$ cat src/pfc_defines.vh
`ifndef PFC_DEFINES_VH
`define PFC_DEFINES_VH

// ==========================================================
// register offsets
`define PFC_OFS_SEL1 8'h10
`define PFC_OFS_SEL2 8'h11
`define PFC_OFS_SEL3 8'h12
`define PFC_OFS_SEL4 8'h13
`define PFC_OFS_PRESET 8'h14

// ==========================================================
// reset values
`define PFC_RST_SEL1 8'h7f
`define PFC_RST_SEL2 8'hce
`define PFC_RST_SEL3 8'h42
`define PFC_RST_SEL4 8'hfc
`define PFC_RST_PRESET 8'h01

// ==========================================================
// writable bits; reserved bits stay read-only zero
`define PFC_WMASK_SEL1 8'hff
`define PFC_WMASK_SEL2 8'hff
`define PFC_WMASK_SEL3 8'hfe
`define PFC_WMASK_SEL4 8'hfc
`define PFC_WMASK_PRESET 8'h1f

// ==========================================================
// field positions, select register 1
`define PFC_S1_PIN7 0
`define PFC_S1_PIN4 1
`define PFC_S1_PIN1 4
`define PFC_S1_DIODE3 5
`define PFC_S1_DIODE1 6
`define PFC_S1_VID 7

// field positions, select register 2
`define PFC_S2_PIN23_LO 0
`define PFC_S2_PIN23_HI 1
`define PFC_S2_PIN22 2
`define PFC_S2_PIN21 3
`define PFC_S2_PIN19 4
`define PFC_S2_PIN15 5
`define PFC_S2_PIN13 6
`define PFC_S2_PIN8 7

// field positions, select register 3
`define PFC_S3_PIN27 1
`define PFC_S3_PIN26_LO 2
`define PFC_S3_PIN26_HI 3
`define PFC_S3_PIN25_LO 4
`define PFC_S3_PIN25_HI 5
`define PFC_S3_PIN24_LO 6
`define PFC_S3_PIN24_HI 7

// field positions, select register 4
`define PFC_S4_PIN32 2
`define PFC_S4_PIN31 3
`define PFC_S4_PIN29_LO 4
`define PFC_S4_PIN29_HI 5
`define PFC_S4_PIN28_LO 6
`define PFC_S4_PIN28_HI 7

// field positions, preset register
`define PFC_PR_HI 4

// ==========================================================
// decoded function codes for pins 25, 26, 28, 29
`define PFC_FN_PRIMARY 2'h0
`define PFC_FN_ALT 2'h1
`define PFC_FN_SIGNAL 2'h2
`define PFC_FN_VID 2'h3

`endif

$ cat src/pfc_cfg_reg.v
`timescale 1ns/1ps

// ==========================================================
// one 8-bit configuration register
module pfc_cfg_reg #(
  parameter [7:0] RST_VAL = 8'h00,
  parameter [7:0] WR_MASK = 8'hff
) (
  // clock and reset
  input wire ref_clk,
  input wire rst_n,
  // control
  input wire sw_rst,
  input wire wr_en,
  input wire [7:0] wdata,
  // value
  output wire [7:0] q
);

  reg [7:0] q_r;
  reg [7:0] q_nxt;

  always @*
  begin
    q_nxt = q_r;
    if (sw_rst)
      q_nxt = RST_VAL;
    else if (wr_en)
      q_nxt = (q_r & ~WR_MASK) | (wdata & WR_MASK);
  end

  always @(posedge ref_clk or negedge rst_n)
  begin
    if (!rst_n)
      q_r <= RST_VAL;
    else
      q_r <= q_nxt;
  end

  assign q = q_r;

endmodule // pfc_cfg_reg

$ cat src/pfc_pin_decode.v
`timescale 1ns/1ps
`include "pfc_defines.vh"

// ==========================================================
// combinational pin function decode
module pfc_pin_decode (
  // register values
  input wire [7:0] sel1,
  input wire [7:0] sel2,
  input wire [7:0] sel3,
  input wire [7:0] sel4,
  // decoded selections
  output wire vid_mode,
  output wire [3:0] tach_1_4,
  output wire [1:0] pin26_func,
  output wire [1:0] pin25_func,
  output wire [1:0] pin29_func,
  output wire [1:0] pin28_func,
  output wire fan_drive_out_2_sel,
  output wire fan_drive_out_1_sel,
  output wire pair_err
);

  wire [1:0] f26;
  wire [1:0] f25;
  wire [1:0] f29;
  wire [1:0] f28;

  assign vid_mode = sel1[`PFC_S1_VID];
  // bit 1 is pin 4 .. bit 4 is pin 1; index 0 of tach_1_4 is pin 1
  genvar i;
  generate
    for (i = 0; i < 4; i = i + 1)
    begin : g_tach
      assign tach_1_4[i] = sel1[`PFC_S1_PIN1 - i] & ~vid_mode;
    end
  endgenerate

  assign f26 = sel3[`PFC_S3_PIN26_HI:`PFC_S3_PIN26_LO];
  assign f25 = sel3[`PFC_S3_PIN25_HI:`PFC_S3_PIN25_LO];
  assign f29 = sel4[`PFC_S4_PIN29_HI:`PFC_S4_PIN29_LO];
  assign f28 = sel4[`PFC_S4_PIN28_HI:`PFC_S4_PIN28_LO];

  // both upper codes fold to the signal function
  assign pin26_func = f26[1] ? `PFC_FN_SIGNAL : f26;
  assign pin25_func = f25[1] ? `PFC_FN_SIGNAL : f25;
  assign pin29_func = f29[1] ? `PFC_FN_SIGNAL : f29;
  assign pin28_func = vid_mode ? `PFC_FN_VID :
                      (f28[1] ? `PFC_FN_SIGNAL : f28);

  assign fan_drive_out_2_sel = sel4[`PFC_S4_PIN32] & ~vid_mode;
  assign fan_drive_out_1_sel = sel4[`PFC_S4_PIN31] & ~vid_mode;

  // low-voltage pair must be both or neither
  assign pair_err = ~vid_mode &
                    ((f29 == `PFC_FN_ALT) ^ (f28 == `PFC_FN_ALT));

endmodule // pfc_pin_decode

$ cat src/pfc_pin_config.v
// Contract
// - sel1 bit0 picks pin7 high rail or tach
// - sel1 bits1-4 pick gpio or tach, pins 4-1
// - sel1 bit7 forces voltage-id on seven pins
// - sel1 bit5 enables remote diode 3
// - sel1 bit6 enables remote diode 1
// - sel2 [1:0] picks pin23 sense level
// - sel2 bits 2,3,7 pick sense or tach
// - sel2 bits 4,5 levels apply without diode
// - sel2 bit6 picks pin13 sense or fan_drive_out_4
// - sel3 bit1 picks full-fan or intrusion input
// - sel3 [3:2] picks pin26 function
// - sel3 [5:4] picks pin25 function
// - sel3 [7:6] picks pin24 sense level
// - sel4 [5:4] picks pin29 function
// - sel4 [7:6] picks pin28 function
// - preset bits 0-4 enable five presets
// - reserved bits are read-only
// - power-on loads defaults of registers 1-3
// - power-on loads defaults of register 4, preset
`timescale 1ns/1ps
`include "pfc_defines.vh"

module pfc_pin_config (
  // clock and reset
  input wire ref_clk,
  input wire rst_n,
  // device-wide control
  input wire lock_en,
  input wire sw_rst,
  // register access from the management bus engine
  input wire [7:0] reg_addr,
  input wire reg_wr,
  input wire [7:0] reg_wdata,
  input wire reg_rd,
  output reg [7:0] reg_rdata_r,
  output reg reg_rd_valid_r,
  // pins 1-4 and 7
  output reg [3:0] fan_speed_in_1_4_sel_r,
  output reg fan_speed_in_5_sel_r,
  output reg voltage_id_inputs_en_r,
  // remote diode pins
  output reg remote_diode_3_select_r,
  output reg remote_diode_1_select_r,
  output reg pin19_low_level_r,
  output reg pin15_low_level_r,
  // sense level selects
  output reg [1:0] pin23_level_r,
  output reg [1:0] pin24_level_r,
  // tach / sense pins
  output reg fan_speed_in_8_sel_r,
  output reg fan_speed_in_7_sel_r,
  output reg fan_speed_in_6_sel_r,
  output reg fan_drive_out_4_sel_r,
  // misc functions
  output reg intrusion_sel_r,
  output reg [1:0] pin26_func_r,
  output reg [1:0] pin25_func_r,
  output reg fan_drive_out_2_sel_r,
  output reg fan_drive_out_1_sel_r,
  output reg [1:0] pin29_func_r,
  output reg [1:0] pin28_func_r,
  output reg low_volt_pair_err_r,
  // preset selection
  output reg [4:0] preset_sel_r
);

  // ==========================================================
  // register bank
  localparam NREG = 5;

  wire [7:0] reg_q [0:NREG-1];
  wire [NREG-1:0] hit;
  wire wr_ok;

  // writes under lock or during soft reset are dropped
  assign wr_ok = reg_wr & ~lock_en & ~sw_rst;

  function [7:0] reg_ofs;
    input integer k;
    begin
      case (k)
        0: reg_ofs = `PFC_OFS_SEL1;
        1: reg_ofs = `PFC_OFS_SEL2;
        2: reg_ofs = `PFC_OFS_SEL3;
        3: reg_ofs = `PFC_OFS_SEL4;
        default: reg_ofs = `PFC_OFS_PRESET;
      endcase
    end
  endfunction

  function [7:0] reg_rst;
    input integer k;
    begin
      case (k)
        0: reg_rst = `PFC_RST_SEL1;
        1: reg_rst = `PFC_RST_SEL2;
        2: reg_rst = `PFC_RST_SEL3;
        3: reg_rst = `PFC_RST_SEL4;
        default: reg_rst = `PFC_RST_PRESET;
      endcase
    end
  endfunction

  function [7:0] reg_mask;
    input integer k;
    begin
      case (k)
        0: reg_mask = `PFC_WMASK_SEL1;
        1: reg_mask = `PFC_WMASK_SEL2;
        2: reg_mask = `PFC_WMASK_SEL3;
        3: reg_mask = `PFC_WMASK_SEL4;
        default: reg_mask = `PFC_WMASK_PRESET;
      endcase
    end
  endfunction

  genvar g;
  generate
    for (g = 0; g < NREG; g = g + 1)
    begin : g_reg
      assign hit[g] = (reg_addr == reg_ofs(g));
      pfc_cfg_reg #(
        .RST_VAL(reg_rst(g)),
        .WR_MASK(reg_mask(g))
      ) u_reg (
        .ref_clk(ref_clk),
        .rst_n(rst_n),
        .sw_rst(sw_rst),
        .wr_en(wr_ok & hit[g]),
        .wdata(reg_wdata),
        .q(reg_q[g])
      );
    end
  endgenerate

  // ==========================================================
  // read path
  reg [7:0] rd_mux;
  integer j;

  always @*
  begin
    rd_mux = 8'h00;
    for (j = 0; j < NREG; j = j + 1)
    begin
      if (hit[j])
        rd_mux = reg_q[j];
    end
  end

  // unmapped offsets read as zero
  always @(posedge ref_clk or negedge rst_n)
  begin
    if (!rst_n)
    begin
      reg_rdata_r <= 8'h00;
      reg_rd_valid_r <= 1'b0;
    end
    else
    begin
      reg_rd_valid_r <= reg_rd;
      if (reg_rd)
        reg_rdata_r <= rd_mux;
    end
  end

  // ==========================================================
  // decode
  wire vid_mode;
  wire [3:0] tach_1_4;
  wire [1:0] f26;
  wire [1:0] f25;
  wire [1:0] f29;
  wire [1:0] f28;
  wire fan_drive_out_2;
  wire fan_drive_out_1;
  wire pair_err;

  pfc_pin_decode u_dec (
    .sel1(reg_q[0]),
    .sel2(reg_q[1]),
    .sel3(reg_q[2]),
    .sel4(reg_q[3]),
    .vid_mode(vid_mode),
    .tach_1_4(tach_1_4),
    .pin26_func(f26),
    .pin25_func(f25),
    .pin29_func(f29),
    .pin28_func(f28),
    .fan_drive_out_2_sel(fan_drive_out_2),
    .fan_drive_out_1_sel(fan_drive_out_1),
    .pair_err(pair_err)
  );

  wire [7:0] s1;
  wire [7:0] s2;
  wire [7:0] s3;

  assign s1 = reg_q[0];
  assign s2 = reg_q[1];
  assign s3 = reg_q[2];

  // ==========================================================
  // registered selections
  // outputs lag the registers by one cycle so every pin mux
  // sees a glitch-free flop
  always @(posedge ref_clk or negedge rst_n)
  begin
    if (!rst_n)
    begin
      fan_speed_in_1_4_sel_r <= 4'hf;
      fan_speed_in_5_sel_r <= 1'b1;
      voltage_id_inputs_en_r <= 1'b0;
      remote_diode_3_select_r <= 1'b1;
      remote_diode_1_select_r <= 1'b1;
    end
    else
    begin
      fan_speed_in_5_sel_r <= s1[`PFC_S1_PIN7];
      fan_speed_in_1_4_sel_r <= tach_1_4;
      voltage_id_inputs_en_r <= vid_mode;
      remote_diode_3_select_r <= s1[`PFC_S1_DIODE3];
      remote_diode_1_select_r <= s1[`PFC_S1_DIODE1];
    end
  end

  // sense levels
  always @(posedge ref_clk or negedge rst_n)
  begin
    if (!rst_n)
    begin
      pin19_low_level_r <= 1'b0;
      pin15_low_level_r <= 1'b0;
      pin23_level_r <= 2'h2;
      pin24_level_r <= 2'h1;
    end
    else
    begin
      pin23_level_r <=
        s2[`PFC_S2_PIN23_HI:`PFC_S2_PIN23_LO];
      // level selects are masked while the diode owns the pin
      pin19_low_level_r <=
        s2[`PFC_S2_PIN19] & ~s1[`PFC_S1_DIODE3];
      pin15_low_level_r <=
        s2[`PFC_S2_PIN15] & ~s1[`PFC_S1_DIODE1];
      pin24_level_r <=
        s3[`PFC_S3_PIN24_HI:`PFC_S3_PIN24_LO];
    end
  end

  // tach and fan drive pins
  always @(posedge ref_clk or negedge rst_n)
  begin
    if (!rst_n)
    begin
      fan_speed_in_8_sel_r <= 1'b1;
      fan_speed_in_7_sel_r <= 1'b1;
      fan_speed_in_6_sel_r <= 1'b1;
      fan_drive_out_4_sel_r <= 1'b1;
      fan_drive_out_2_sel_r <= 1'b1;
      fan_drive_out_1_sel_r <= 1'b1;
    end
    else
    begin
      fan_speed_in_8_sel_r <= s2[`PFC_S2_PIN22];
      fan_speed_in_7_sel_r <= s2[`PFC_S2_PIN21];
      fan_speed_in_6_sel_r <= s2[`PFC_S2_PIN8];
      fan_drive_out_4_sel_r <= s2[`PFC_S2_PIN13];
      fan_drive_out_2_sel_r <= fan_drive_out_2;
      fan_drive_out_1_sel_r <= fan_drive_out_1;
    end
  end

  // remaining pin functions and presets
  always @(posedge ref_clk or negedge rst_n)
  begin
    if (!rst_n)
    begin
      intrusion_sel_r <= 1'b1;
      pin26_func_r <= `PFC_FN_PRIMARY;
      pin25_func_r <= `PFC_FN_PRIMARY;
      pin29_func_r <= `PFC_FN_SIGNAL;
      pin28_func_r <= `PFC_FN_SIGNAL;
      low_volt_pair_err_r <= 1'b0;
      preset_sel_r <= 5'h01;
    end
    else
    begin
      intrusion_sel_r <= s3[`PFC_S3_PIN27];
      pin26_func_r <= f26;
      pin25_func_r <= f25;
      pin29_func_r <= f29;
      pin28_func_r <= f28;
      // flag only; a mismatched pair is not corrected in hardware
      low_volt_pair_err_r <= pair_err;
      preset_sel_r <= reg_q[4][`PFC_PR_HI:0];
    end
  end

endmodule // pfc_pin_config

$ cat config.mk
export PLATFORM = sky130hd
export DESIGN_NAME = pfc_pin_config
export DESIGN_NICKNAME = d
export VERILOG_FILES = /design/src/pfc_cfg_reg.v /design/src/pfc_pin_decode.v /design/src/pfc_pin_config.v
export VERILOG_INCLUDE_DIRS = /design/src
export SDC_FILE = /design/constraint.sdc
export NUM_CORES = 1
export LEC_CHECK = 0
export BUFFER_PORTS_ARGS = -buffer_cell sky130_fd_sc_hd__buf_2
export CAP_MARGIN = 5
export CORE_ASPECT_RATIO = 0.6
export CORE_MARGIN = 2
export CORE_UTILIZATION = 45
export CTS_BUF_LIST = sky130_fd_sc_hd__clkbuf_8
export CTS_CLUSTER_SIZE = 12
export DETAILED_ROUTE_END_ITERATION = 10
export GPL_TIMING_DRIVEN = 0
export PLACE_DENSITY_LB_ADDON = 0.15
export SYNTH_ARGS = -nofsm -noshare
export SYNTH_HDL_FRONTEND = slang
export SYNTH_SLANG_ARGS = --single-unit
$ cat constraint.sdc
create_clock -name ref_clk -period 1.6 [get_ports ref_clk]
set_input_delay 0.08 -clock ref_clk [delete_from_list [all_inputs] [get_ports ref_clk]]
set_output_delay 0.08 -clock ref_clk [all_outputs]
set_load 0.02 [all_outputs]
Yosys cells after proc, flatten, opt, wreduce, memory -nomap -nowiden
Index checks and enable logic that the tools add are counted.
- register bits after elaboration: 84
- latch bits: 0
- memory bits (writable): 0
- bits in read-only memories: 0
- output and inout port bits: 44
- memories kept: 0
- add/sub/neg operators: 0
- $mul: 0
- div/mod/pow operators: 0
- magnitude comparators: 0
- equality and inequality tests: 7
- shift-type cells: 0
- mux-type cells: 20
- bitwise operators: 25
- reductions and logical operators: 5
- operators with widths (kind ; count):
    8-bit 2-to-1 mux ; 15
    8-bit by 5-bit == test with 1-bit output, second input constant ; 5
    1-bit AND ; 16
    2-bit 2-to-1 mux ; 5
    2-bit nonzero test ; 5
    1-bit by 8-bit OR with 8-bit output ; 1
    2-bit by 8-bit OR with 8-bit output ; 1
    8-bit by 5-bit OR with 8-bit output ; 1
    1-bit inverter ; 5
    2-bit by 1-bit == test with 1-bit output, second input constant ; 2
    1-bit XOR ; 1

Longest topological paths before layout
Gate-level depths: netlist of the first run.
- depth in word-level cells: 6
- gate-level depth with buffers: 5
- gate-level depth less buffers: 3

By module
From an unflattened synthesis of the first run, not the netlist that was laid out.
- cell total of the unflattened synthesis: 235
- area total of the unflattened synthesis: 3285.7 sq um
- modules (own cells, without submodules) (module ; times used ; cells an instance ; area an instance (sq um)):
    pfc_pin_config ; 1 ; 99 ; 1621.6
    pfc_cfg_reg at g_reg[0].u_reg ; 1 ; 26 ; 354.1
    pfc_cfg_reg at g_reg[1].u_reg ; 1 ; 26 ; 346.6
    pfc_cfg_reg at g_reg[2].u_reg ; 1 ; 24 ; 304.0
    pfc_cfg_reg at g_reg[3].u_reg ; 1 ; 22 ; 290.3
    pfc_cfg_reg at g_reg[4].u_reg ; 1 ; 20 ; 236.5
    pfc_pin_decode ; 1 ; 18 ; 132.6

Worst setup path before layout of the first run
No wires, ideal clock.
- path kind: in2reg
- from: in reg_addr[3]
- to: reg g_reg[4].u_reg.q_r[1]
- setup time: 0.128 ns
- arrival: 1.053 ns
- required time: 1.472 ns
- path slack: 0.420 ns
- stages: 4
- cells stage by stage: nor4_4 buf_6 nand3_4 mux2_1
- word-level cells in the longest chain between the ends: 3
- RTL lines (what ; line ; source):
    start: declaration ; pfc_pin_config.v:32 ; input wire [7:0] reg_addr,
    8-bit by 5-bit == test with 1-bit output ; pfc_pin_config.v:122 ; assign hit[g] = (reg_addr == reg_ofs(g));
    1-bit AND ; pfc_pin_config.v:130 ; .wr_en(wr_ok & hit[g]),
    2-bit nonzero test (no line) ; - ;
    end signal: assignment ; pfc_cfg_reg.v:37 ; q_r <= q_nxt;
    end: declaration ; pfc_cfg_reg.v:20 ; reg [7:0] q_r;
No other way between the ends.
A chain may end at the register's enable or synchronous reset.

Worst setup path after layout of the first run
- from: in reg_rd
- to: reg reg_rdata_r[2]
- RTL lines (what ; line ; source):
    start: declaration ; pfc_pin_config.v:35 ; input wire reg_rd,
    end signal: assignment ; pfc_pin_config.v:164 ; reg_rdata_r <= rd_mux;
    end: declaration ; pfc_pin_config.v:36 ; output reg [7:0] reg_rdata_r,
No word-level cell between the ends.

==> Implementation_results.wiki, run 1 <==
{| class="wikitable"
! Metric !! Value
|-
| Run status || complete, no violations
|-
| DR iter-0 viols || 161
|-
| Pins over their slew limit || 0
|-
| Kind of critical path || input port to register
|-
| Ordered cell list for the critical path || dlygate4sd3_1 > buf_2 > clkbuf_1 > clkbuf_1 > o221ai_1
|-
| Netlist area before placement || roughly 3200 um^2
|-
| Total vias in the final route || around 2,100
|-
| Sequential cell area in the final layout || ~2000 um^2
|-
| Footprint of the multi-input gates || 1130 um^2
|-
| Worst setup skew after layout || ~0.0075 ns
|-
| Net count, final || roughly 340
|-
| Proportion of synthesized chip area in sequential cells || about 62%
|-
| Critical Path Stages || 5
|-
| Arrival time at the worst endpoint || between 1.5 and 2 ns
|-
| Worst Reg2Reg Path Length in Cells || 3
|-
| Average wire per cell in the routed design || about 17 um
|-
| Number of distinct library cells after synthesis || 31
|-
| Std-Cell Rows || 23
|-
| Horizontal die dimension || 113.4 um
|-
| Achievable clock frequency || between 0.6 and 0.7 GHz
|-
| Setup Total Neg Slack || 0 ns
|-
| Core Footprint || roughly 6800 um^2
|-
| Highest signal layer in the routed design || met4
|-
| Gate Count Post-Synth || 240
|-
| Final period demand of the worst path || 1.454 ns
|-
| Drc violations || 0
|-
| Number of maximum-capacitance violations || 0
|-
| Setup slack on the worst flop-to-flop path || around 0.35 ns
|-
| Number of antenna repair diodes || 0
|-
| Post-CTS Hold Buffers || 4
|-
| Finished Cell Area || 4004 um^2
|-
| Clock Sink Count || just under 80
|-
| Nets in the synthesized netlist || approximately 260
|-
| Sum of routed wire segments on met1 || around 3.5 mm
|-
| Yosys Warn Count || 0
|-
| Global-route wire length before repair || ~12 mm
|-
| Dpl cell area || 3694 um^2
|-
| Fraction of layout cells with a size suffix above 1 || 43.87%
|-
| Worst setup SP type || input port
|-
| Slew at the pin closest to its max-slew limit || approximately 0.57 ns
|-
| Overall die area || 7892 um^2
|-
| Leakage Power || 1.960 nW
|-
| Worst setup EP type || register
|-
| Gr ovfl total || 0
|-
| Core Util, Final || between 50% and 60%
|-
| Post-Route WL || around 7.0 mm
|-
| Half-perimeter wire length after detailed placement || 4.799 mm
|-
| Biggest fanout along the worst timing path || 10
|-
| Met3 routed wirelength || ~340 um
|-
| Pre-antenna DRT Iters || 4
|-
| Power per cell area || 1037 nW/um^2
|-
| Crit path buffers/inverters || 4
|-
| Largest net degree at the start of global routing || 71
|-
| H-tree level count || 3
|-
| Total of cells resized after clock tree synthesis || 0
|-
| Delay of the slowest cell on the worst path || roughly 0.52 ns
|-
| Setup Fix Bufs, Post-CTS || 0
|-
| Final setup viols || 0
|-
| Ratio of final minimum period to clock period || between 90% and 100%
|-
| Setup repair after global routing missed its margin || false
|-
| Total Routing Usage GR || 19.77%
|-
| Cell count of the worst hold path || 3
|-
| Die height || about 70 um
|-
| Clock-pin transition on the worst setup and hold timing paths || about 0.08 ns
|-
| Final Hold Fails || 0
|-
| Vias in the first global route || 2,158
|-
| Dominant cell type by count on the critical path || sky130_fd_sc_hd__clkbuf_1
|-
| Routed length on met2 || around 3 mm
|-
| Worst ir drop on vdd || 0.0004640 V
|-
| Number of vias per cell || 5.068
|-
| Number of nets still failing antenna checks after routing || 0
|-
| TritonCTS clock tree || built
|-
| Initial antenna violation count || 0
|-
| CP Data Required Time || approximately 1.8 ns
|-
| Final RePlAce weighted congestion || 0.7577
|-
| Initial core utilization || between 40% and 50%
|-
| Synthesized area per cell || between 10 and 15 um^2
|-
| I/O pin total || 66
|-
| Maximum buffer depth of the clock tree || 2
|-
| Number of port buffers || 65
|-
| Number of filler instances in the final layout || between 500 and 600
|-
| Register bit count reported by yosys || just under 80
|-
| Number of CTS-inserted buffers || 9
|-
| Clock root cell || sky130_fd_sc_hd__clkbuf_8
|-
| Class of the tightest hold or removal check || input port to register
|-
| Area growth syn-to-layout || 23.98%
|-
| Clk Latency, worst-skew pair || about 0.35 ns
|-
| Top Family by Delay on Critical Path || buffers and inverters
|-
| Critical-path cell with the highest stage delay || sky130_fd_sc_hd__dlygate4sd3_1
|-
| Slew HR || 61.88%
|}
per-stage QoR:
step / setup WS (ns) / power (mW) / hold slack (ns) / std cells
after floorplan: 0.4195 / 2.116 / -0.2156 / 240
after global placement: -0.06049 / 2.224 / 0.2012 / 392
after detailed placement: -0.002661 / 2.235 / -0.08012 / 393
after CTS: 0.1641 / 4.200 / 0.007744 / 413
after global routing: 0.03375 / 4.307 / 0.02170 / 413
final: 0.1458 / 4.151 / 0.01754 / 413
worst min-delay path: cells and delay by family:
family | cells | cell delay (ns)
and+or+nand+nor | 1 | 0.08
muxes | 1 | 0.06
buffers and inverters | 1 | 0.11
final timing paths:
check | endpoint | start
max in group asynchronous | fan_speed_in_7_sel_r$_DFF_PN1_ | rst_n
setup / recovery | reg_rdata_r[2]$_DFFE_PN0P_ | reg_rd
min in group asynchronous | pin15_low_level_r$_DFF_PN0_ | rst_n
hold reg to reg | fan_speed_in_5_sel_r$_DFF_PN1_ | g_reg[0].u_reg.q[0]$_DFFE_PN1P_
setup reg to reg | reg_rdata_r[4]$_DFFE_PN0P_ | g_reg[1].u_reg.q[4]$_DFFE_PN0P_
hold / removal | g_reg[2].u_reg.q[5]$_DFFE_PN0P_ | reg_wdata[5]
kinds of logic after synthesis:
| kind of cell | Yosys count | synth area share (%) |
|---|---|---|
| flops | 78 | 61.99 |
| simple gates | 86 | 16.78 |
| mux | 42 | 15.42 |
| xor+xnor | 1 | 0.2713 |
| buf+inv | 22 | 3.022 |
| compound gates | 11 | 2.519 |
cell usage after synthesis (all sizes together):
master,instances,area [um^2]
dfrtp,38,950.9
a2bb2oi,1,8.760
nor2,31,116.4
o221ai,3,26.28
mux2i,34,340.3
nor4,1,21.27
and2,1,6.260
xnor2,1,8.760
clkbuf,8,30.03
buf,5,33.78
nor2b,19,118.9
dfstp,40,1051
nand2b,16,100.1
or2,3,18.77
mux4,6,135.1
a41oi,2,17.52
and4bb,1,12.51
mux2,2,22.52
o22ai,3,18.77
nor3b,1,18.77
nand4,6,82.58
inv,9,33.78
and4,1,8.760
o21ai,2,10.01
nand2,4,15.01
nand3,2,22.52
state kept, by name (all words and copies together) (netlist names), 2 cells and up:
name and count:
pin26_func_r 2, pin24_level_r 2, pin23_level_r 2, preset_sel_r 5
pin28_func_r 2, fan_speed_in_1_4_sel_r 4, reg_rdata_r 8, pin29_func_r 2
g.u_reg.q 34, pin25_func_r 2
power by group:
group	switching, mW	total, mW	internal, mW
Sequential	0.00155	1.98	1.98
Combinational	0.140	0.222	0.0819
Clock	0.711	1.95	1.24
per-layer routing:
layer,up-vias,track usage (%)
met5,-,0
li1,988,-
met1,1041,28.80
met2,57,28.41
met4,0,6.911
met3,7,5.507
area by class of cell:
cell class / count / share of cell area (%)
plain buffers: 13 / 1.594
clock buffers: 10 / 3.438
clock inverters: 6 / 3.312
inverters: 9 / 0.8438
multi-input cells: 140 / 28.22
flip-flops and latches: 78 / 50.00
well taps: 87 / 2.719
repair buffers: 70 / 9.875
cells in the final DEF (no fill, tap or decap), drive strengths merged, types with 2 or more instances in the layout:
master	n
a41oi	2
buf	71
bufinv	4
clkbuf	18
dfrtp	38
dfstp	40
dlygate4sd3	4
inv	11
mux2	2
mux2i	34
mux4	6
nand2	4
nand2b	16
nand3	2
nand4	6
nor2	31
nor2b	19
o21ai	2
o221ai	3
o22ai	3
or2	3
Power figures use the tool's default switching activity.
==> run 2, diff against run 1 <==
- SYNTH_HIERARCHICAL: not set -> 1
==> run 2 against run 1 <==
  * Design area increased by 3.8%
  * Synthesized cell count decreased by 2.1%
  * First-iteration DRC count is 19% lower
  * Clock skew increased by 0.0025 ns
  * Clock power fell by 9%
  * Area after synthesis increased by 1.7%
==> Implementation_results.wiki, run 2 <==
{| class="wikitable"
! Metric !! Value
|-
| Run status || complete, no violations
|-
| Global-route wire length before repair || 11.23 mm (-3.4%)
|-
| Gate Count Post-Synth || 235 (-2.1%)
|-
| Number of enable flip-flop cells after synthesis || 0 (unchanged)
|-
| Final RePlAce weighted congestion || 0.7483 (-1.2%)
|-
| Drc violations || 0 (unchanged)
|-
| Commonest cells after routing, fill and taps aside || sky130_fd_sc_hd__buf_2 (64), sky130_fd_sc_hd__dfstp_2 (40), sky130_fd_sc_hd__dfrtp_1 (38)
|-
| Worst setup EP type || register
|-
| Achievable clock frequency || 0.6756 GHz (-1.7%)
|-
| DR iter-0 viols || 131 (-19%)
|-
| Overall die area || 8024 um^2 (+1.7%)
|-
| Dominant combinational cell family by area after synthesis || simple AND/OR/NAND/NOR gates
|-
| Average wire per cell in the routed design || 16.97 um (+0.87%)
|-
| Final Hold Fails || 0 (unchanged)
|-
| Dpl cell area || 3766 um^2 (+2.0%)
|-
| Gr ovfl total || 0 (unchanged)
|-
| Ratio of final minimum period to clock period || 92.50% (+1.6 points)
|-
| Class of the tightest hold or removal check || input port to register
|-
| Number of port buffers || 65 (unchanged)
|-
| Top cell types by occurrence after synthesis || sky130_fd_sc_hd__dfstp_2 (40), sky130_fd_sc_hd__dfrtp_1 (38), sky130_fd_sc_hd__nor2b_1 (28)
|-
| XOR/XNOR Fraction of Synth Area || 0.2666% (-0.0046 points)
|-
| Switching power of the nets || 817.3 uW (-4.1%)
|-
| Horizontal die dimension || 114.3 um (+0.84%)
|-
| Slew at the pin closest to its max-slew limit || 0.5640 ns (-0.007751 ns)
|-
| Arrival time at the worst endpoint || 1.72 ns (+0.06 ns)
|-
| Number of CTS-inserted buffers || 9 (unchanged)
|-
| Worst setup skew after layout || 0.01008 ns (+0.002544 ns)
|-
| Core Footprint || 7177 um^2 (+5.2%)
|-
| Half-perimeter wire length after detailed placement || 4.851 mm (+1.1%)
|-
| Clock Sink Count || 78 (unchanged)
|-
| Number of vias per cell || 5.071 (about the same)
|-
| Kind of critical path || register to register
|-
| Delay of the slowest cell on the worst path || 0.53 ns (about the same)
|-
| Netlist area before placement || 3286 um^2 (+1.7%)
|-
| Register bit count reported by yosys || 78 (unchanged)
|-
| Leakage Power || 1.900 nW (-3.1%)
|-
| Number of antenna repair diodes || 0 (unchanged)
|-
| Fraction of the mapped netlist area in adder cells || 0% (unchanged)
|-
| Top area cells in the synthesized netlist || sky130_fd_sc_hd__dfstp_2 (32%), sky130_fd_sc_hd__dfrtp_1 (29%), sky130_fd_sc_hd__nor2b_1 (5.3%), sky130_fd_sc_hd__mux4_2 (4.1%), sky130_fd_sc_hd__mux2i_1 (4.0%)
|-
| H-tree level count || 3 (unchanged)
|-
| Setup Total Neg Slack || 0 ns (unchanged)
|-
| Switching Share || 20.56% (+0.021 points)
|-
| Std-Cell Rows || 24 (+4.3%)
|-
| Simple-Gate Fraction of Synth Area || 15.04% (-1.7 points)
|-
| Maximum buffer depth of the clock tree || 2 (unchanged)
|-
| Hold Worst Slack || 0.02627 ns (+0.008733 ns)
|-
| TritonCTS clock tree || built
|-
| Setup repair after global routing missed its margin || false
|-
| Finished Cell Area || 4158 um^2 (+3.8%)
|-
| Pre-antenna DRT Iters || 4 (unchanged)
|-
| Biggest fanout along the worst timing path || 12 (+2)
|-
| Flip-flop count of the largest register after layout || 34 (unchanged)
|-
| Fraction of layout cells with a size suffix above 1 || 53.92% (+10 points)
|-
| Synthesized area per cell || 13.98 um^2 (+3.9%)
|-
| Slew HR || 62.26% (+0.38 points)
|-
| Share of synthesized flip-flops with an asynchronous set or reset || 100.0% (unchanged)
|-
| Yosys Warn Count || 6 (+6)
|-
| Clock network fraction of design power || 44.7% (-2.2 points)
|-
| Mux cell area share after synthesis || 9.673% (-5.7 points)
|-
| Clock root cell || sky130_fd_sc_hd__clkbuf_8
|-
| CP Data Required Time || 1.84 ns (+0.04 ns)
|-
| Final non-filler cell total || 423 (+2.4%)
|-
| Post-synth top area share || 31.99% (-0.56 points)
|-
| Clock-pin transition on the worst setup and hold timing paths || 0.08 ns (about the same)
|-
| Portion of total power attributed to sequential cells || 49.9% (+2.2 points)
|-
| Clk Latency, worst-skew pair || 0.36 ns (about the same)
|-
| Most instantiated library cell after synthesis || sky130_fd_sc_hd__dfstp_2
|-
| I/O pin total || 66 (unchanged)
|-
| Area growth syn-to-layout || 26.54%
|-
| Ordered cell list for the critical path || mux4_2 > a221o_1
|-
| Number of distinct library cells after synthesis || 28 (-9.7%)
|-
| Vias in the first global route || 1,976 (-8.4%)
|-
| Proportion of synthesized chip area in sequential cells || 60.93% (-1.1 points)
|-
| Final period demand of the worst path || 1.480 ns (+0.02587 ns)
|-
| Number of filler instances in the final layout || 614 (+5.9%)
|-
| Worst setup SP type || register
|-
| Fraction of the mapped netlist area in compound gates || 8.416% (+5.9 points)
|-
| Die height || 70.19 um (+0.82%)
|-
| Total vias in the final route || 2,145 (+2.5%)
|-
| Number of nets still failing antenna checks after routing || 0 (unchanged)
|-
| Main synth FF type || sky130_fd_sc_hd__dfstp_2
|-
| Power per cell area || 956.1 nW/um^2 (-7.8%)
|-
| Area leader, netlist || sky130_fd_sc_hd__dfstp_2
|-
| Placed Cells || 395 (+0.51%)
|-
| Largest net degree at the start of global routing || 54 (-24%)
|-
| Crit path buffers/inverters || 0 (-4)
|-
| Internal power component || 3.158 mW (-4.3%)
|-
| Total Routing Usage GR || 19.40% (-0.37 points)
|-
| Final setup viols || 0 (unchanged)
|-
| Top Family by Delay on Critical Path || flip-flops
|-
| Pins over their slew limit || 0 (unchanged)
|-
| Initial antenna violation count || 0 (unchanged)
|-
| Critical-path cell with the highest stage delay || sky130_fd_sc_hd__dfrtp_1
|-
| Most frequent standard cell in the layout excluding fill and tap cells || sky130_fd_sc_hd__buf_2
|-
| Worst ir drop on vdd || 0.0006283 V (+35%)
|-
| Net count, final || 349 (+1.7%)
|-
| Initial core utilization || 45.78% (-1.6 points)
|-
| Post-Route WL || 7.180 mm (+3.3%)
|-
| Combinational fraction of design power || 5.4% (about the same)
|-
| Number of maximum-capacitance violations || 0 (unchanged)
|}
-- run 2: final timing paths --
kind                                                       from  slack (ns)                              end  cells after the start
worst max-delay path            g_reg[0].u_reg/q[7]$_DFFE_PN0P_        0.12       reg_rdata_r[7]$_DFFE_PN0P_                      2
worst min-delay path                               reg_wdata[3]        0.03  g_reg[1].u_reg/q[3]$_DFFE_PN1P_                      2
worst max register to register  g_reg[0].u_reg/q[7]$_DFFE_PN0P_        0.12       reg_rdata_r[7]$_DFFE_PN0P_                      2
worst min register to register  g_reg[4].u_reg/q[0]$_DFFE_PN1P_        0.37        preset_sel_r[0]$_DFF_PN1_                      0
max in group asynchronous                                 rst_n        0.80       pin23_level_r[1]$_DFF_PN1_                      3
min in group asynchronous                                 rst_n        0.17       pin24_level_r[1]$_DFF_PN0_                      2
-- run 2: logic make-up (layout without fill, tap and decap cells) --
| logic type | after synthesis | count (layout) |
|---|---|---|
| and+or+nand+nor | 79 | 79 |
| DFF | 78 | 78 |
| AOI/OAI and AO/OA | 29 | 29 |
| buffers and inverters | 24 | 118 |
| muxes | 21 | 21 |
| other | 3 | 6 |
| xor gates and xnor gates | 1 | 1 |
-- run 2: worst reg2reg max path, delay by kind of cell, from the launching register on --
family,cells,cell delay [ns]
AO/OA/AOI/OAI,1,0.30
multiplexers,1,0.53
flip-flops,1,0.53
-- run 2: routing by layer --
metal  GRT usage, %  wire length [um]
met1          30.27              3676
met2          24.93              3061
met3          7.118               386
met4          5.691                55
met5              0                 0
-- run 2: power by group through the flow --
stage / clock network (mW) / registers [mW] / logic, mW
after global routing: 1.91 / 1.98 / 0.237
after global placement: 0 / 2.02 / 0.187
final: 1.78 / 1.98 / 0.215
after CTS: 1.82 / 1.98 / 0.214
after detailed placement: 0 / 2.02 / 0.197
after floorplan: 0 / 2.02 / 0.0686
-- run 2: stage by stage --
step | setup WS (ns) | power, mW | util, %
5_1_grt | 0.03461 | 4.125 | 57.93
6_report | 0.1199 | 3.975 | 57.93
4_1_cts | -0.01166 | 4.019 | 57.25
2_1_floorplan | 0.01217 | 2.091 | -
3_5_place_dp | -0.6330 | 2.214 | 52.48
3_3_place_gp | -0.6078 | 2.203 | 52.06
-- run 2: repair_timing --
action,in CTS,in global routing
gates resized for setup,2,5
hold endpoints to repair,65,0
pin swaps,0,3
setup buffers,0,4
hold buffers,8,0
endpoints found under the setup margin,16,19
-- run 2: area by class of cell --
| class | count | area, um^2 | share of cell area, % |
|---|---|---|---|
| sequential | 78 | 2002 | 48.15 |
| tap | 91 | 113.9 | 2.738 |
| clock inverter | 2 | 60.06 | 1.444 |
| buffer | 22 | 168.9 | 4.063 |
| timing repair buffer | 78 | 465.4 | 11.19 |
| inverter | 2 | 7.507 | 0.1806 |
| multi-input combinational | 136 | 1147 | 27.60 |
| clock buffer | 14 | 192.7 | 4.634 |
==> run 3, diff against run 2 <==
- clock period: 1.6 -> 1.7 ns (I/O delays scaled with it)
==> run 3 against run 2 <==
  * The flow now finishes with violations (negative setup slack)
  * Hold slack got worse by 0.0015 ns
  * Sequential power decreased by 6%
  * Flip-flop and latch count unchanged
  * Global-route usage about the same
  * Final cell count decreased by 1.2%
  * Die area unchanged
  * Via count decreased by 0.75%
  * Register-to-register slack improved by 0.09 ns
==> Implementation_results.wiki, run 3 (synthesis results as in run 2) <==
{| class="wikitable"
! Metric !! Value
|-
| TritonCTS clock tree || built
|-
| Cell count of the worst hold path || 2 (unchanged)
|-
| Initial antenna violation count || 0 (unchanged)
|-
| Worst Reg2Reg Path Length in Cells || 2 (unchanged)
|-
| Run status || complete, but fails checks
|-
| Number of maximum-capacitance violations || 0 (unchanged)
|-
| Worst r2r dst || reg_rdata_r[7]$_DFFE_PN0P_
|-
| Final period demand of the worst path || around 1.7 ns
|-
| Worst setup SP type || input port
|-
| Setup slack on the worst flop-to-flop path || 0.21 ns (+0.09 ns)
|-
| Switching Share || 20.47% (-0.086 points)
|-
| Clock network fraction of design power || 44.8% (about the same)
|-
| Total Routing Usage GR || 19.38% (about the same)
|-
| Worst setup EP type || register
|-
| Kind of critical path || input port to register
|-
| Arrival time at the worst endpoint || 1.92 ns (+0.20 ns)
|-
| Number of nets still failing antenna checks after routing || 0 (unchanged)
|-
| Min-Delay Endpoint || g_reg[3].u_reg/q[2]$_DFFE_PN1P_
|-
| Drc violations || 0 (unchanged)
|-
| Overall die area || 8024 um^2 (unchanged)
|-
| Number of CTS-inserted buffers || 9 (unchanged)
|-
| Final worst slack || -0.005457 ns (-0.1254 ns)
|-
| Post-Route WL || 7.098 mm (-1.1%)
|-
| Class of the tightest hold or removal check || input port to register
|-
| Largest net degree at the start of global routing || 54 (unchanged)
|-
| Number of filler instances in the final layout || 618 (+0.65%)
|-
| Initial core utilization || 45.78% (unchanged)
|-
| Leakage Power || 1.866 nW (-1.8%)
|-
| Internal power component || 2.970 mW (-5.9%)
|-
| Net count, final || 344 (-1.4%)
|-
| Pre-antenna DRT Iters || 4 (unchanged)
|-
| Startpoint of the most critical register-to-register path || g_reg[0].u_reg/q[7]$_DFFE_PN0P_
|-
| Half-perimeter wire length after detailed placement || 4.851 mm (unchanged)
|-
| Clock-pin transition on the worst setup and hold timing paths || 0.08 ns (about the same)
|-
| Vias in the first global route || 1,973 (-0.15%)
|-
| Final setup viols || 1 (+1)
|-
| Min-delay src || reg_wdata[2]
|-
| Std-Cell Rows || 24 (unchanged)
|-
| Clock root cell || sky130_fd_sc_hd__clkbuf_8
|-
| Portion of total power attributed to sequential cells || 50.0% (about the same)
|-
| Flip-flop count of the largest register after layout || 34 (unchanged)
|-
| Hold Worst Slack || 0.02474 ns (-0.001533 ns)
|-
| Most frequent standard cell in the layout excluding fill and tap cells || sky130_fd_sc_hd__buf_2
|-
| Placed Cells || 395 (unchanged)
|-
| Setup repair after global routing missed its margin || true
|-
| Slew at the pin closest to its max-slew limit || 0.7015 ns (+0.1375 ns)
|-
| Commonest cells after routing, fill and taps aside || sky130_fd_sc_hd__buf_2 (64), sky130_fd_sc_hd__dfstp_2 (40), sky130_fd_sc_hd__dfrtp_1 (38)
|-
| Core Footprint || 7177 um^2 (unchanged)
|-
| Clk Latency, worst-skew pair || 0.36 ns (about the same)
|-
| Met1 routing resource usage after global routing || 30.21% (-0.058 points)
|-
| Number of vias per cell || 5.093 (+0.44%)
|-
| H-tree level count || 3 (unchanged)
|-
| CP Data Required Time || 1.92 ns (+0.08 ns)
|-
| Gr ovfl total || 0 (unchanged)
|-
| Worst setup skew after layout || 0.01049 ns (+0.0004070 ns)
|-
| Power per cell area || 909.8 nW/um^2 (-4.8%)
|-
| Average wire per cell in the routed design || 16.98 um (about the same)
|-
| Maximum buffer depth of the clock tree || 2 (unchanged)
|-
| Achievable clock frequency || ~0.59 GHz
|-
| Global-route wire length before repair || 11.21 mm (-0.12%)
|-
| Clock Sink Count || 78 (unchanged)
|-
| M2 GR Usage || 24.93% (unchanged)
|-
| Met3 capacity usage during global routing || 7.118% (unchanged)
|-
| Fraction of layout cells with a size suffix above 1 || 52.91% (-1.0 points)
|-
| Final RePlAce weighted congestion || 0.7483 (unchanged)
|-
| Biggest fanout along the worst timing path || 21 (+9)
|-
| I/O pin total || 66 (unchanged)
|-
| Total vias in the final route || 2,129 (-0.75%)
|-
| Area growth syn-to-layout || 24.94%
|-
| Final Hold Fails || 0 (unchanged)
|-
| Number of antenna repair diodes || 0 (unchanged)
|-
| GR peak layer || met1
|-
| Setup Fix Bufs, Post-CTS || 0 (unchanged)
|-
| Slew HR || 53.23% (-9.0 points)
|-
| Horizontal die dimension || 114.3 um (unchanged)
|-
| Combinational fraction of design power || 5.3% (about the same)
|-
| Ratio of final minimum period to clock period || 100.3%
|-
| Violations in the final reports || negative setup slack
|-
| Pins over their slew limit || 0 (unchanged)
|-
| DR iter-0 viols || 122 (-6.9%)
|-
| Switching power of the nets || 764.7 uW (-6.4%)
|-
| Die height || 70.19 um (unchanged)
|-
| Worst ir drop on vdd || 0.0005914 V (-5.9%)
|-
| Final non-filler cell total || 418 (-1.2%)
|-
| Number of port buffers || 65 (unchanged)
|}
## run 3: stage by stage
stage          utilization (%)  area [um^2]    TNS, ns  worst slack, ns  power (mW)
6_report                 57.20         4105  -0.005457        -0.005457       3.735
5_1_grt                  57.20         4105    -0.5335         -0.07897       3.879
4_1_cts                  57.11         4099          0          0.08334       3.781
3_5_place_dp             52.48         3766     -8.076          -0.5380       2.084
3_3_place_gp             52.06         3736     -7.512          -0.5128       2.073
2_1_floorplan                -         3297          0           0.1072       1.968
## run 3: worst max path at each step
stage,from,to
6_report,sw_rst,g_reg[1].u_reg/q[4]$_DFFE_PN0P_
5_1_grt,sw_rst,g_reg[1].u_reg/q[4]$_DFFE_PN0P_
4_1_cts,sw_rst,g_reg[0].u_reg/q[3]$_DFFE_PN1P_
3_5_place_dp,sw_rst,g_reg[0].u_reg/q[3]$_DFFE_PN1P_
3_3_place_gp,sw_rst,g_reg[0].u_reg/q[3]$_DFFE_PN1P_
2_1_floorplan,reg_addr[3],g_reg[0].u_reg/q[3]$_DFFE_PN1P_
## run 3: power groups by stage
stage	clock [mW]	sequential (mW)	combinational, mW
floorplan	0	1.90	0.0646
global placement	0	1.90	0.176
detailed placement	0	1.90	0.186
CTS	1.72	1.87	0.200
global route	1.79	1.87	0.219
finish	1.67	1.87	0.197
## run 3: repair_timing
action	4_1_cts	5_1_grt
hold buffers	7	0
resized for setup	2	1
endpoints found under the setup margin	13	12
endpoints found under the hold margin	63	0
## run 3: cell type report
class                      count  area, um^2  share of cell area (%)
clock buffer                  14       192.7                   4.694
clock inverter                 2       60.06                   1.463
timing repair buffer          73       425.4                   10.36
multi-input combinational    136        1136                   27.67
buffer                        22       167.7                   4.084
tap                           91       113.9                   2.774
inverter                       2       7.507                  0.1829
sequential                    78        2002                   48.77
## run 3: critical path: stages
cell and delay [ns]:
sky130_fd_sc_hd__buf_2 0.25, sky130_fd_sc_hd__nor3b_1 0.30, sky130_fd_sc_hd__nand4b_1 0.31, sky130_fd_sc_hd__nor3_2 0.46, sky130_fd_sc_hd__buf_6 0.25, sky130_fd_sc_hd__mux2i_1 0.20
sky130_fd_sc_hd__nor2_1 0.06
## run 3: per-layer routing
layer / part of all wire [%] / vias up / wire length, um
li1: - / 990 / -
met5: 0 / - / 0
met3: 6.2 / 5 / 443
met1: 50 / 1070 / 3527
met2: 43 / 64 / 3072
met4: 0.77 / 0 / 55
